==> config.mk <==
export PLATFORM = sky130hd
export DESIGN_NAME = tsseq_top
export DESIGN_NICKNAME = d
export VERILOG_FILES = /design/src/design/tsseq_top.v
export VERILOG_INCLUDE_DIRS = /design/src /design/src/design
export SDC_FILE = /design/constraint.sdc
export NUM_CORES = 2
export LEC_CHECK = 0
export ABC_AREA = 1
export BUFFER_PORTS_ARGS = -buffer_cell sky130_fd_sc_hd__buf_2
export CORE_ASPECT_RATIO = 0.5
export CORE_MARGIN = 5
export CORE_UTILIZATION = 38
export CTS_BUF_LIST = sky130_fd_sc_hd__clkbuf_16
export DETAILED_ROUTE_END_ITERATION = 7
export PLACE_DENSITY = 0.52
export SLEW_MARGIN = 20
export SYNTH_ARGS = -nofsm -noshare
export SYNTH_HDL_FRONTEND = slang
export SYNTH_SLANG_ARGS = --single-unit
==> constraint.sdc <==
create_clock -name CLK -period 8.75 [get_ports CLK]
set_clock_uncertainty 0.15 [all_clocks]
set_input_delay 2.625 -clock CLK [delete_from_list [all_inputs] [get_ports CLK]]
set_output_delay 2.625 -clock CLK [all_outputs]
set_load 0.01 [all_outputs]
==> src/design/tsseq_defs.vh <==
`ifndef TSSEQ_DEFS_VH
`define TSSEQ_DEFS_VH

// register word indices (byte address = index * 4)
`define TSSEQ_IDX_RUN 6'h00
`define TSSEQ_IDX_BTEL 6'h01
`define TSSEQ_IDX_BTEH 6'h02
`define TSSEQ_IDX_HOLD 6'h03
`define TSSEQ_IDX_T0LIM 6'h04
`define TSSEQ_IDX_T1LIM 6'h05
`define TSSEQ_IDX_SDLIM 6'h06
`define TSSEQ_IDX_C0LIM 6'h07
`define TSSEQ_IDX_C1LIM 6'h08
`define TSSEQ_IDX_ADJ 6'h09
`define TSSEQ_IDX_LIT 6'h0a
`define TSSEQ_IDX_QPTR 6'h0b
`define TSSEQ_IDX_STAT 6'h0c
`define TSSEQ_IDX_QUE0 6'h10
`define TSSEQ_IDX_QUE15 6'h1f

// run register fields
`define TSSEQ_RUN_START 0
`define TSSEQ_RUN_SWT 1

// opcodes (upper nibble of a step byte)
`define TSSEQ_OP_CTRL 4'h0
`define TSSEQ_OP_ADD 4'h1
`define TSSEQ_OP_WHI 4'h4
`define TSSEQ_OP_WLO 4'h5
`define TSSEQ_OP_IRQ 4'h7

// control operands
`define TSSEQ_CT_SDOFF 4'h2
`define TSSEQ_CT_SDON 4'h6
`define TSSEQ_CT_T0 4'h8
`define TSSEQ_CT_T1 4'h9
`define TSSEQ_CT_SWLVL 4'ha
`define TSSEQ_CT_SWEDG 4'hb
`define TSSEQ_CT_BCAST 4'hf

`define TSSEQ_RST16 16'h0000

`endif

==> src/design/tsseq_top.v <==
// The implementer's own choices: the placing of the registers and the Avalon-MM register port.
`include "tsseq_defs.vh"

module tsseq_top #(
    parameter NTRIG_IN = 16
)(
    // clock and reset
    input wire CLK,
    input wire RSTN,
    // avalon-mm slave
    input wire [5:0] AVS_ADDRESS,
    input wire AVS_READ,
    input wire AVS_WRITE,
    input wire [31:0] AVS_WRITEDATA,
    input wire [3:0] AVS_BYTEENABLE,
    output reg [31:0] AVS_READDATA,
    output reg AVS_WAITREQUEST,
    // trigger inputs from other peripherals
    input wire [NTRIG_IN-1:0] TRIG_IN,
    // sequencer outputs; TRIG_OUT, IRQ_OUT and CONV_START are one-cycle pulses, CONV_CHAN and BUSY are levels
    output reg [31:0] TRIG_OUT,
    output reg [7:0] IRQ_OUT,
    output reg [4:0] CONV_CHAN,
    output reg CONV_START,
    output reg BUSY
);

localparam ST_IDLE = 3'h0;
localparam ST_FETCH = 3'h1;
localparam ST_EXEC = 3'h2;
localparam ST_WAIT = 3'h3;
localparam ST_DELAY = 3'h4;

////////////////////////////////////////////////////////////////////////
// registers
reg [15:0] bte_lo, bte_hi, hold_value, timer0_limit, timer1_limit;
reg [15:0] step_delay_limit, loop_counter0_limit, loop_counter1_limit;
reg [15:0] adjust_value, literal_zero;
reg [4:0] queue_pointer;
reg [15:0] step_queue_pair [0:15];
reg run, swt, sd_en;
reg [15:0] loop_counter0, loop_counter1, tmr, sd_cnt;
reg [2:0] state;
reg [7:0] step;
reg [1:0] wait_kind;
reg [3:0] wait_sel;
reg jumped;
reg sw_prev;

// inputs come from outside this clock: three-stage synchroniser
reg [NTRIG_IN-1:0] s1, s2, s3;
// a line changes only once stages two and three agree; a line that idles
// high shows one false rise a few clocks after reset, before any step runs
reg [NTRIG_IN-1:0] trig_st, trig_prev;
always @(posedge CLK)
begin
    if (!RSTN)
    begin
        s1 <= {NTRIG_IN{1'b0}};
        s2 <= {NTRIG_IN{1'b0}};
        s3 <= {NTRIG_IN{1'b0}};
        trig_st <= {NTRIG_IN{1'b0}};
        trig_prev <= {NTRIG_IN{1'b0}};
    end
    else
    begin
        s1 <= TRIG_IN;
        s2 <= s1;
        s3 <= s2;
        trig_st <= (s2 & s3) | (trig_st & (s2 | s3));
        trig_prev <= trig_st;
    end
end
wire sel_now = trig_st[wait_sel];
wire sel_old = trig_prev[wait_sel];

////////////////////////////////////////////////////////////////////////
// bus decode
wire acc = AVS_READ | AVS_WRITE;
// write lock
// writes land at the edge that completes the transfer
wire wr = AVS_WRITE & ~AVS_WAITREQUEST & ~run;
wire wr_any = AVS_WRITE & ~AVS_WAITREQUEST;
wire [15:0] wmask = {{8{AVS_BYTEENABLE[1]}}, {8{AVS_BYTEENABLE[0]}}};
wire is_que = AVS_ADDRESS[5:4] == 2'b01;

function [15:0] merge;
    input [15:0] old;
    input [15:0] nw;
    input [15:0] m;
    begin
        merge = (old & ~m) | (nw & m);
    end
endfunction

wire [3:0] op = step[7:4];
wire [3:0] opd = step[3:0];
wire [4:0] tgt = {step[4], step[3:0]};

// target register update selector for add/copy
wire do_add = state == ST_EXEC && op == `TSSEQ_OP_ADD && !opd[3];
wire do_cpy = state == ST_EXEC && op == `TSSEQ_OP_ADD && opd[3];
wire [15:0] src = do_add ? adjust_value : hold_value;
wire [2:0] tsel = opd[2:0];

function [15:0] upd;
    input [15:0] cur;
    input [2:0] idx;
    begin
        if (do_add && tsel == idx)
            upd = cur + src;
        else if (do_cpy && tsel == idx)
            upd = src;
        else
            upd = cur;
    end
endfunction

////////////////////////////////////////////////////////////////////////
// bus answer: one wait cycle, then waitrequest low
always @(posedge CLK)
begin
    if (!RSTN)
    begin
        AVS_WAITREQUEST <= 1'b1;
        AVS_READDATA <= 32'h00000000;
    end
    else
    begin
        AVS_WAITREQUEST <= ~(acc & AVS_WAITREQUEST);
        if (AVS_READ & AVS_WAITREQUEST)
        begin
            if (is_que)
                AVS_READDATA <= {16'h0000, step_queue_pair[AVS_ADDRESS[3:0]]};
            else
                case (AVS_ADDRESS)
                `TSSEQ_IDX_RUN: AVS_READDATA <= {30'h0, swt, run};
                `TSSEQ_IDX_BTEL: AVS_READDATA <= {16'h0000, bte_lo};
                `TSSEQ_IDX_BTEH: AVS_READDATA <= {16'h0000, bte_hi};
                `TSSEQ_IDX_HOLD: AVS_READDATA <= {16'h0000, hold_value};
                `TSSEQ_IDX_T0LIM: AVS_READDATA <= {16'h0000, timer0_limit};
                `TSSEQ_IDX_T1LIM: AVS_READDATA <= {16'h0000, timer1_limit};
                `TSSEQ_IDX_SDLIM:
                    AVS_READDATA <= {16'h0000, step_delay_limit};
                `TSSEQ_IDX_C0LIM:
                    AVS_READDATA <= {16'h0000, loop_counter0_limit};
                `TSSEQ_IDX_C1LIM:
                    AVS_READDATA <= {16'h0000, loop_counter1_limit};
                `TSSEQ_IDX_ADJ: AVS_READDATA <= {16'h0000, adjust_value};
                `TSSEQ_IDX_LIT: AVS_READDATA <= {16'h0000, literal_zero};
                `TSSEQ_IDX_QPTR: AVS_READDATA <= {27'h0, queue_pointer};
                `TSSEQ_IDX_STAT: AVS_READDATA <= {28'h0, sd_en, BUSY,
                                                  state[1:0]};
                default: AVS_READDATA <= 32'h00000000;
                endcase
        end
    end
end

////////////////////////////////////////////////////////////////////////
// queue storage; software writes only while stopped
// sixteen pair entries
genvar g;
generate
    for (g = 0; g < 16; g = g + 1)
    begin : q
        always @(posedge CLK)
        begin
            if (!RSTN)
                step_queue_pair[g] <= `TSSEQ_RST16;
            else if (wr && is_que && AVS_ADDRESS[3:0] == g)
                step_queue_pair[g] <= merge(step_queue_pair[g],
                                            AVS_WRITEDATA[15:0], wmask);
        end
    end
endgenerate

// software registers and target updates by add/copy steps
always @(posedge CLK)
begin
    if (!RSTN)
    begin
        bte_lo <= `TSSEQ_RST16;
        bte_hi <= `TSSEQ_RST16;
        hold_value <= `TSSEQ_RST16;
        timer0_limit <= `TSSEQ_RST16;
        timer1_limit <= `TSSEQ_RST16;
        step_delay_limit <= `TSSEQ_RST16;
        loop_counter0_limit <= `TSSEQ_RST16;
        loop_counter1_limit <= `TSSEQ_RST16;
        adjust_value <= `TSSEQ_RST16;
        literal_zero <= `TSSEQ_RST16;
    end
    else
    begin
        loop_counter0_limit <= upd(loop_counter0_limit, 3'h0);
        loop_counter1_limit <= upd(loop_counter1_limit, 3'h1);
        timer0_limit <= upd(timer0_limit, 3'h2);
        timer1_limit <= upd(timer1_limit, 3'h3);
        step_delay_limit <= upd(step_delay_limit, 3'h4);
        literal_zero <= upd(literal_zero, 3'h5);
        if (wr)
            case (AVS_ADDRESS)
            `TSSEQ_IDX_BTEL: bte_lo <= merge(bte_lo, AVS_WRITEDATA[15:0],
                                             wmask);
            `TSSEQ_IDX_BTEH: bte_hi <= merge(bte_hi, AVS_WRITEDATA[15:0],
                                             wmask);
            `TSSEQ_IDX_HOLD: hold_value <= merge(hold_value,
                                                 AVS_WRITEDATA[15:0], wmask);
            `TSSEQ_IDX_T0LIM: timer0_limit <= merge(timer0_limit,
                                                    AVS_WRITEDATA[15:0], wmask);
            `TSSEQ_IDX_T1LIM: timer1_limit <= merge(timer1_limit,
                                                    AVS_WRITEDATA[15:0], wmask);
            `TSSEQ_IDX_SDLIM: step_delay_limit <= merge(step_delay_limit,
                                                AVS_WRITEDATA[15:0], wmask);
            `TSSEQ_IDX_C0LIM: loop_counter0_limit <= merge(
                loop_counter0_limit, AVS_WRITEDATA[15:0], wmask);
            `TSSEQ_IDX_C1LIM: loop_counter1_limit <= merge(
                loop_counter1_limit, AVS_WRITEDATA[15:0], wmask);
            `TSSEQ_IDX_ADJ: adjust_value <= merge(adjust_value,
                                                  AVS_WRITEDATA[15:0], wmask);
            `TSSEQ_IDX_LIT: literal_zero <= merge(literal_zero,
                                                  AVS_WRITEDATA[15:0], wmask);
            default: ;
            endcase
    end
end

////////////////////////////////////////////////////////////////////////
// sequencer
wire [15:0] cur_pair = step_queue_pair[queue_pointer[4:1]];
wire [4:0] qp_inc = queue_pointer + 5'h01;
wire run_wr = wr_any && AVS_ADDRESS == `TSSEQ_IDX_RUN && AVS_BYTEENABLE[0];
wire c0_done = loop_counter0 == loop_counter0_limit;
wire c1_done = loop_counter1 == loop_counter1_limit;

always @(posedge CLK)
begin
    if (!RSTN)
    begin
        run <= 1'b0;
        swt <= 1'b0;
        sw_prev <= 1'b0;
        sd_en <= 1'b0;
        state <= ST_IDLE;
        step <= 8'h00;
        queue_pointer <= 5'h00;
        loop_counter0 <= `TSSEQ_RST16;
        loop_counter1 <= `TSSEQ_RST16;
        tmr <= `TSSEQ_RST16;
        sd_cnt <= `TSSEQ_RST16;
        wait_kind <= 2'h0;
        wait_sel <= 4'h0;
        jumped <= 1'b0;
        TRIG_OUT <= 32'h00000000;
        IRQ_OUT <= 8'h00;
        CONV_CHAN <= 5'h00;
        CONV_START <= 1'b0;
        BUSY <= 1'b0;
    end
    else
    begin
        TRIG_OUT <= 32'h00000000;
        IRQ_OUT <= 8'h00;
        CONV_START <= 1'b0;
        BUSY <= run;
        sw_prev <= swt;
        if (run_wr)
        begin
            run <= AVS_WRITEDATA[`TSSEQ_RUN_START];
            swt <= AVS_WRITEDATA[`TSSEQ_RUN_SWT];
        end
        else if (wr && AVS_ADDRESS == `TSSEQ_IDX_QPTR && AVS_BYTEENABLE[0])
            queue_pointer <= AVS_WRITEDATA[4:0];
        if (!run)
            state <= ST_IDLE;
        else
            case (state)
            ST_IDLE: state <= ST_FETCH;
            ST_FETCH:
            begin
                step <= queue_pointer[0] ? cur_pair[15:8] : cur_pair[7:0];
                jumped <= 1'b0;
                tmr <= `TSSEQ_RST16;
                state <= ST_EXEC;
            end
            ST_EXEC:
            begin
                state <= ST_DELAY;
                sd_cnt <= `TSSEQ_RST16;
                casez (op)
                `TSSEQ_OP_CTRL:
                    case (opd)
                    `TSSEQ_CT_SDOFF: sd_en <= 1'b0;
                    `TSSEQ_CT_SDON: sd_en <= 1'b1;
                    `TSSEQ_CT_T0, `TSSEQ_CT_T1:
                    begin
                        wait_kind <= 2'h2;
                        state <= ST_WAIT;
                    end
                    `TSSEQ_CT_SWLVL, `TSSEQ_CT_SWEDG:
                    begin
                        wait_kind <= 2'h3;
                        state <= ST_WAIT;
                    end
                    `TSSEQ_CT_BCAST: TRIG_OUT <= {bte_hi, bte_lo};
                    default: ;
                    endcase
                4'b001?:
                    if (op[1])
                    begin
                        CONV_CHAN <= tgt;
                        CONV_START <= 1'b1;
                    end
                `TSSEQ_OP_WHI, `TSSEQ_OP_WLO:
                begin
                    wait_kind <= {1'b0, op[0]};
                    wait_sel <= opd;
                    state <= ST_WAIT;
                end
                `TSSEQ_OP_IRQ:
                    if (!opd[3])
                        IRQ_OUT[opd[2:0]] <= 1'b1;
                4'b100?: TRIG_OUT[tgt] <= 1'b1;
                4'b101?:
                begin
                    queue_pointer <= tgt;
                    jumped <= 1'b1;
                end
                4'b110?:
                    if (c0_done)
                        loop_counter0 <= `TSSEQ_RST16;
                    else
                    begin
                        loop_counter0 <= loop_counter0 + 16'h0001;
                        queue_pointer <= tgt;
                        jumped <= 1'b1;
                    end
                4'b111?:
                    if (c1_done)
                        loop_counter1 <= `TSSEQ_RST16;
                    else
                    begin
                        loop_counter1 <= loop_counter1 + 16'h0001;
                        queue_pointer <= tgt;
                        jumped <= 1'b1;
                    end
                default: ;
                endcase
            end
            ST_WAIT:
            begin
                tmr <= tmr + 16'h0001;
                sd_cnt <= `TSSEQ_RST16;
                case (wait_kind)
                2'h0: if (sel_now && !sel_old) state <= ST_DELAY;
                2'h1: if (!sel_now && sel_old) state <= ST_DELAY;
                2'h2:
                    // timer matches its limit, counted from zero
                    if (tmr == (opd[0] ? timer1_limit : timer0_limit))
                        state <= ST_DELAY;
                default:
                    if (opd[0] ? (swt && !sw_prev) : swt)
                        state <= ST_DELAY;
                endcase
            end
            ST_DELAY:
            begin
                if (sd_en && sd_cnt != step_delay_limit)
                    sd_cnt <= sd_cnt + 16'h0001;
                else
                begin
                    if (!jumped)
                        queue_pointer <= qp_inc;
                    state <= ST_FETCH;
                end
            end
            default: state <= ST_IDLE;
            endcase
    end
end

endmodule

==> results by group <==
Outcome
  – Result of the run: finished, final reports clean

Flow run
  – Max Cap Viol: 0

Timing
  – Slew headroom: 19.08%
  – Final worst path period share: 66.56%
  – Fin Setup TNS: 0 ps
  – Setup repair after global routing missed its margin: false
  – Number of max-slew violations in the final report: 0
  – Highest Clock Rate: 171.7 MHz
  – Transition at the pin with the smallest max-transition slack: 1209 ps
  – Final critical-path setup slack: 2926 ps
  – Final Setup Violations: 0
  – Final hold violations: 0
  – Time the worst path needs with I/O delays and setup: 5824 ps

Yosys
  – Proportion of synthesized chip area in sequential cells: 38.90%
  – Leading cell types by total area after synthesis: dfxtp_1, edfxtp_1, nand2_1
  – Count of distinct cell types in the synthesized netlist: 52
  – Share of the synthesized area in the top cell type: 19.72%
  – Top cell type by total area after synthesis: dfxtp_1
  – Post-synth EDFFs: 256
  – Post-synthesis instance total: 5,730
  – Flops & latches, synth: 651
  – Share of flip-flops with an asynchronous set or reset: 0%
  – Synth warn: 0
  – Mapped cell area: 0.04009 mm2
  – Mean cell area of the mapped netlist: 6.997 um2
  – Flip-flop cell with the highest count after synthesis: dfxtp_1

Worst setup path
  – FF-to-FF setup slack: 3170 ps
  – Reg2reg start: step[3]$_SDFFE_PN0P_
  – Delay of the slowest cell on the worst path: 790 ps
  – Setup crit start: AVS_ADDRESS[0]
  – Ordered list of cells on the worst path: buf_2 > nor2_4 > buf_4 > nand2_1 > nor2_1 > inv_1 > nor2_2 > inv_1 > o22ai_1 > a21oi_1 > nor2_1
  – Worst Reg-to-Reg Cells: 20
  – Worst Path Required: 9220 ps
  – Worst Path Arrival: 6290 ps
  – Cell family with most CP delay: simple AND/OR/NAND/NOR gates
  – CP Launch Type: input pin
  – Critical path capture point type: register
  – Cell at the slowest stage of the critical path: buf_4
  – Worst Path Class, Setup: in -> reg
  – Peak fanout along the critical path: 56
  – Buffers & Inverters on Critical Path: 4

Power and ir drop
  – Worst supply voltage drop on vdd: 0.0001397 V
  – Share of total power in sequential cells: 47.9%
  – Total power per unit cell area: 153.9 mW/mm2
  – Share of total power consumed by net switching: 26.61%
  – Combinational share of power: 6.4%
  – Clk pwr share: 45.7%
  – PnR Total Power: 6775 uW
  – Static leakage: 0.01837 uW
  – Internal power of the cells: 4972 uW
  – Total net switching power: 1803 uW

CTS
  – Maximum clock insertion buffer count: 3
  – Postcts setup bufs: 0
  – Clock tree from TritonCTS: yes
  – Cts bufs inserted: 70
  – H-tree lvl count: 3
  – Clock tree sinks: 651
  – Clock transition at path regs: 70 ps
  – Clk Latency, worst-skew pair: 700 ps
  – CTS resizes: 0
  – Count of hold buffers inserted by post-cts repair: 0
  – Root buffer cell: clkbuf_16

GRT
  – Initial antenna violation count: 7
  – Maximum number of pins on one net before global-route repair: 79
  – Via count of the first global-routing pass: 37.43k
  – First-pass GRT wire length: 252,900 um
  – Global routing usage summed across all routing layers: 29.90%
  – GRT Residual Overflow: 0

Routing
  – Routed WL: 176,300 um
  – Detailed-routing iteration count for the pre-antenna-repair pass: 6
  – Number of vias in the routed layout: 41.85k
  – Detailed-route wire length per cell: 24.61 um
  – Antenna Violating Nets Remaining: 0
  – Count of routing violations after the opening detailed-route iteration: 5,620
  – Vias per inst: 5.843
  – DRC Markers: 0

Placed design
  – DP Worst Slack: 2360 ps
  – Placed cell count: 7,030
  – Buffers on Ports: 107
  – DP Wirelength: 121,600 um
  – Global placement routability congestion: 0.9711

Worst hold path
  – Worst min-delay path category: reg -> reg
  – Cell depth of the worst min-delay path: 2
  – Terminating pin of the worst hold path: s2[15]$_SDFF_PN0_
  – Source of the worst hold timing path: s1[15]$_SDFF_PN0_

Floorplanning
  – Effective utilization at floorplan: 38.22%
  – Die Height: 239.7 um
  – Rows: 84
  – Die Wd: 469.4 um
  – # IOs: 142
  – Die footprint: 0.1125 mm2
  – Std-Cell Core Area: 0.1049 mm2

Cells and area
  – Commonest cells after routing, fill and taps aside: nand2_1, nor2_1, a21oi_1
  – Number of non-filler instances in the completed layout: 7,163
  – Final Core Density: 41.97%
  – Final-stage net count: 5,858
  – Area growth from synthesis to layout: 9.802%
  – Share of post-route cells with drive strength above 1: 7.043%
  – Most frequent standard cell in the layout excluding fill and tap cells: nand2_1
-- final cells by class --
cell class,count,area (um2)
Fill cell,11120,60870
Multi-Input combinational cell,4278,21410
Sequential cell,651,15600
Inverter,507,1918
Clock buffer,71,1777
Tap cell,1419,1775
Timing Repair Buffer,175,1049
Clock inverter,54,476.7
Antenna cell,8,20.02
-- cells by family after synthesis --
family / after synthesis / synth area share (%)
XOR/XNOR: 73 / 1.595
other: 1 / 0.009353
adder cells (fa/ha/maj): 113 / 3.639
AND/OR/NAND/NOR: 2501 / 25.96
buffers and inverters: 816 / 7.970
AO/OA/AOI/OAI: 1575 / 21.93
flip-flops: 651 / 38.90
-- power groups by stage --
stage | registers, uW | clock network, uW | logic [uW]
2_1_floorplan | 3300 | 0 | 241
3_3_place_gp | 3310 | 0 | 417
3_5_place_dp | 3310 | 0 | 418
4_1_cts | 3250 | 3140 | 419
5_1_grt | 3250 | 3250 | 453
6_report | 3250 | 3100 | 431
-- worst reg2reg max path, cell delays in order, from the launching register on --
cell and delay (ps):
dfxtp_1 330, inv_1 630, nand2_1 380, inv_1 160, nand3_2 550, inv_1 350, nor2_1 70, nor2_1 910
buf_4 380, ha_1 330, a21oi_1 280, nor2_1 70, nor2_1 150, nor2_1 80, nor2_1 140, nand2_1 70
nand2_1 50, nand3_1 80, nand2_1 90, o21ai_0 80, a21oi_1 170
-- worst max-delay path by stage --
stage	endpoint	slack [ps]	depth (start not counted)
2_1_floorplan	step_queue_pair[12][0]$_SDFFCE_PN0P_	3620	6
3_3_place_gp	AVS_READDATA[8]$_SDFFE_PN0P_	2410	12
3_5_place_dp	AVS_READDATA[8]$_SDFFE_PN0P_	2360	12
4_1_cts	AVS_READDATA[8]$_SDFFE_PN0P_	3100	12
5_1_grt	register	2920	11
6_report	register	2930	11
-- per-stage QoR --
stage,hold WS [ps],instance area (um2)
after floorplan,240.5,40150
after global placement,245.1,41740
after detailed placement,246.7,41750
after CTS,262.0,44000
after global routing,283.6,44010
final,259.0,44020
-- per-layer routing --
layer / vias up / wire length, um / track usage, %
met3: 407 / 18840 / 7.691
met4: 4 / 8131 / 12.14
met1: 19920 / 75080 / 40.78
li1: 19310 / - / -
met2: 2210 / 74230 / 45.26
met5: - / 26 / 0
-- cell usage after synthesis, drive strengths merged, types with 34 or more instances --
master	count
xor2	59
o22ai	121
buf	78
dfxtp	395
nor2	809
nand2	1172
o21ai	396
nand4	34
or2	58
nand3	343
clkbuf	231
nor3	50
inv	498
a21oi	773
o211ai	44
ha	107
a22oi	144
edfxtp	256
No activity file was read; power rests on OpenSTA's default activity.
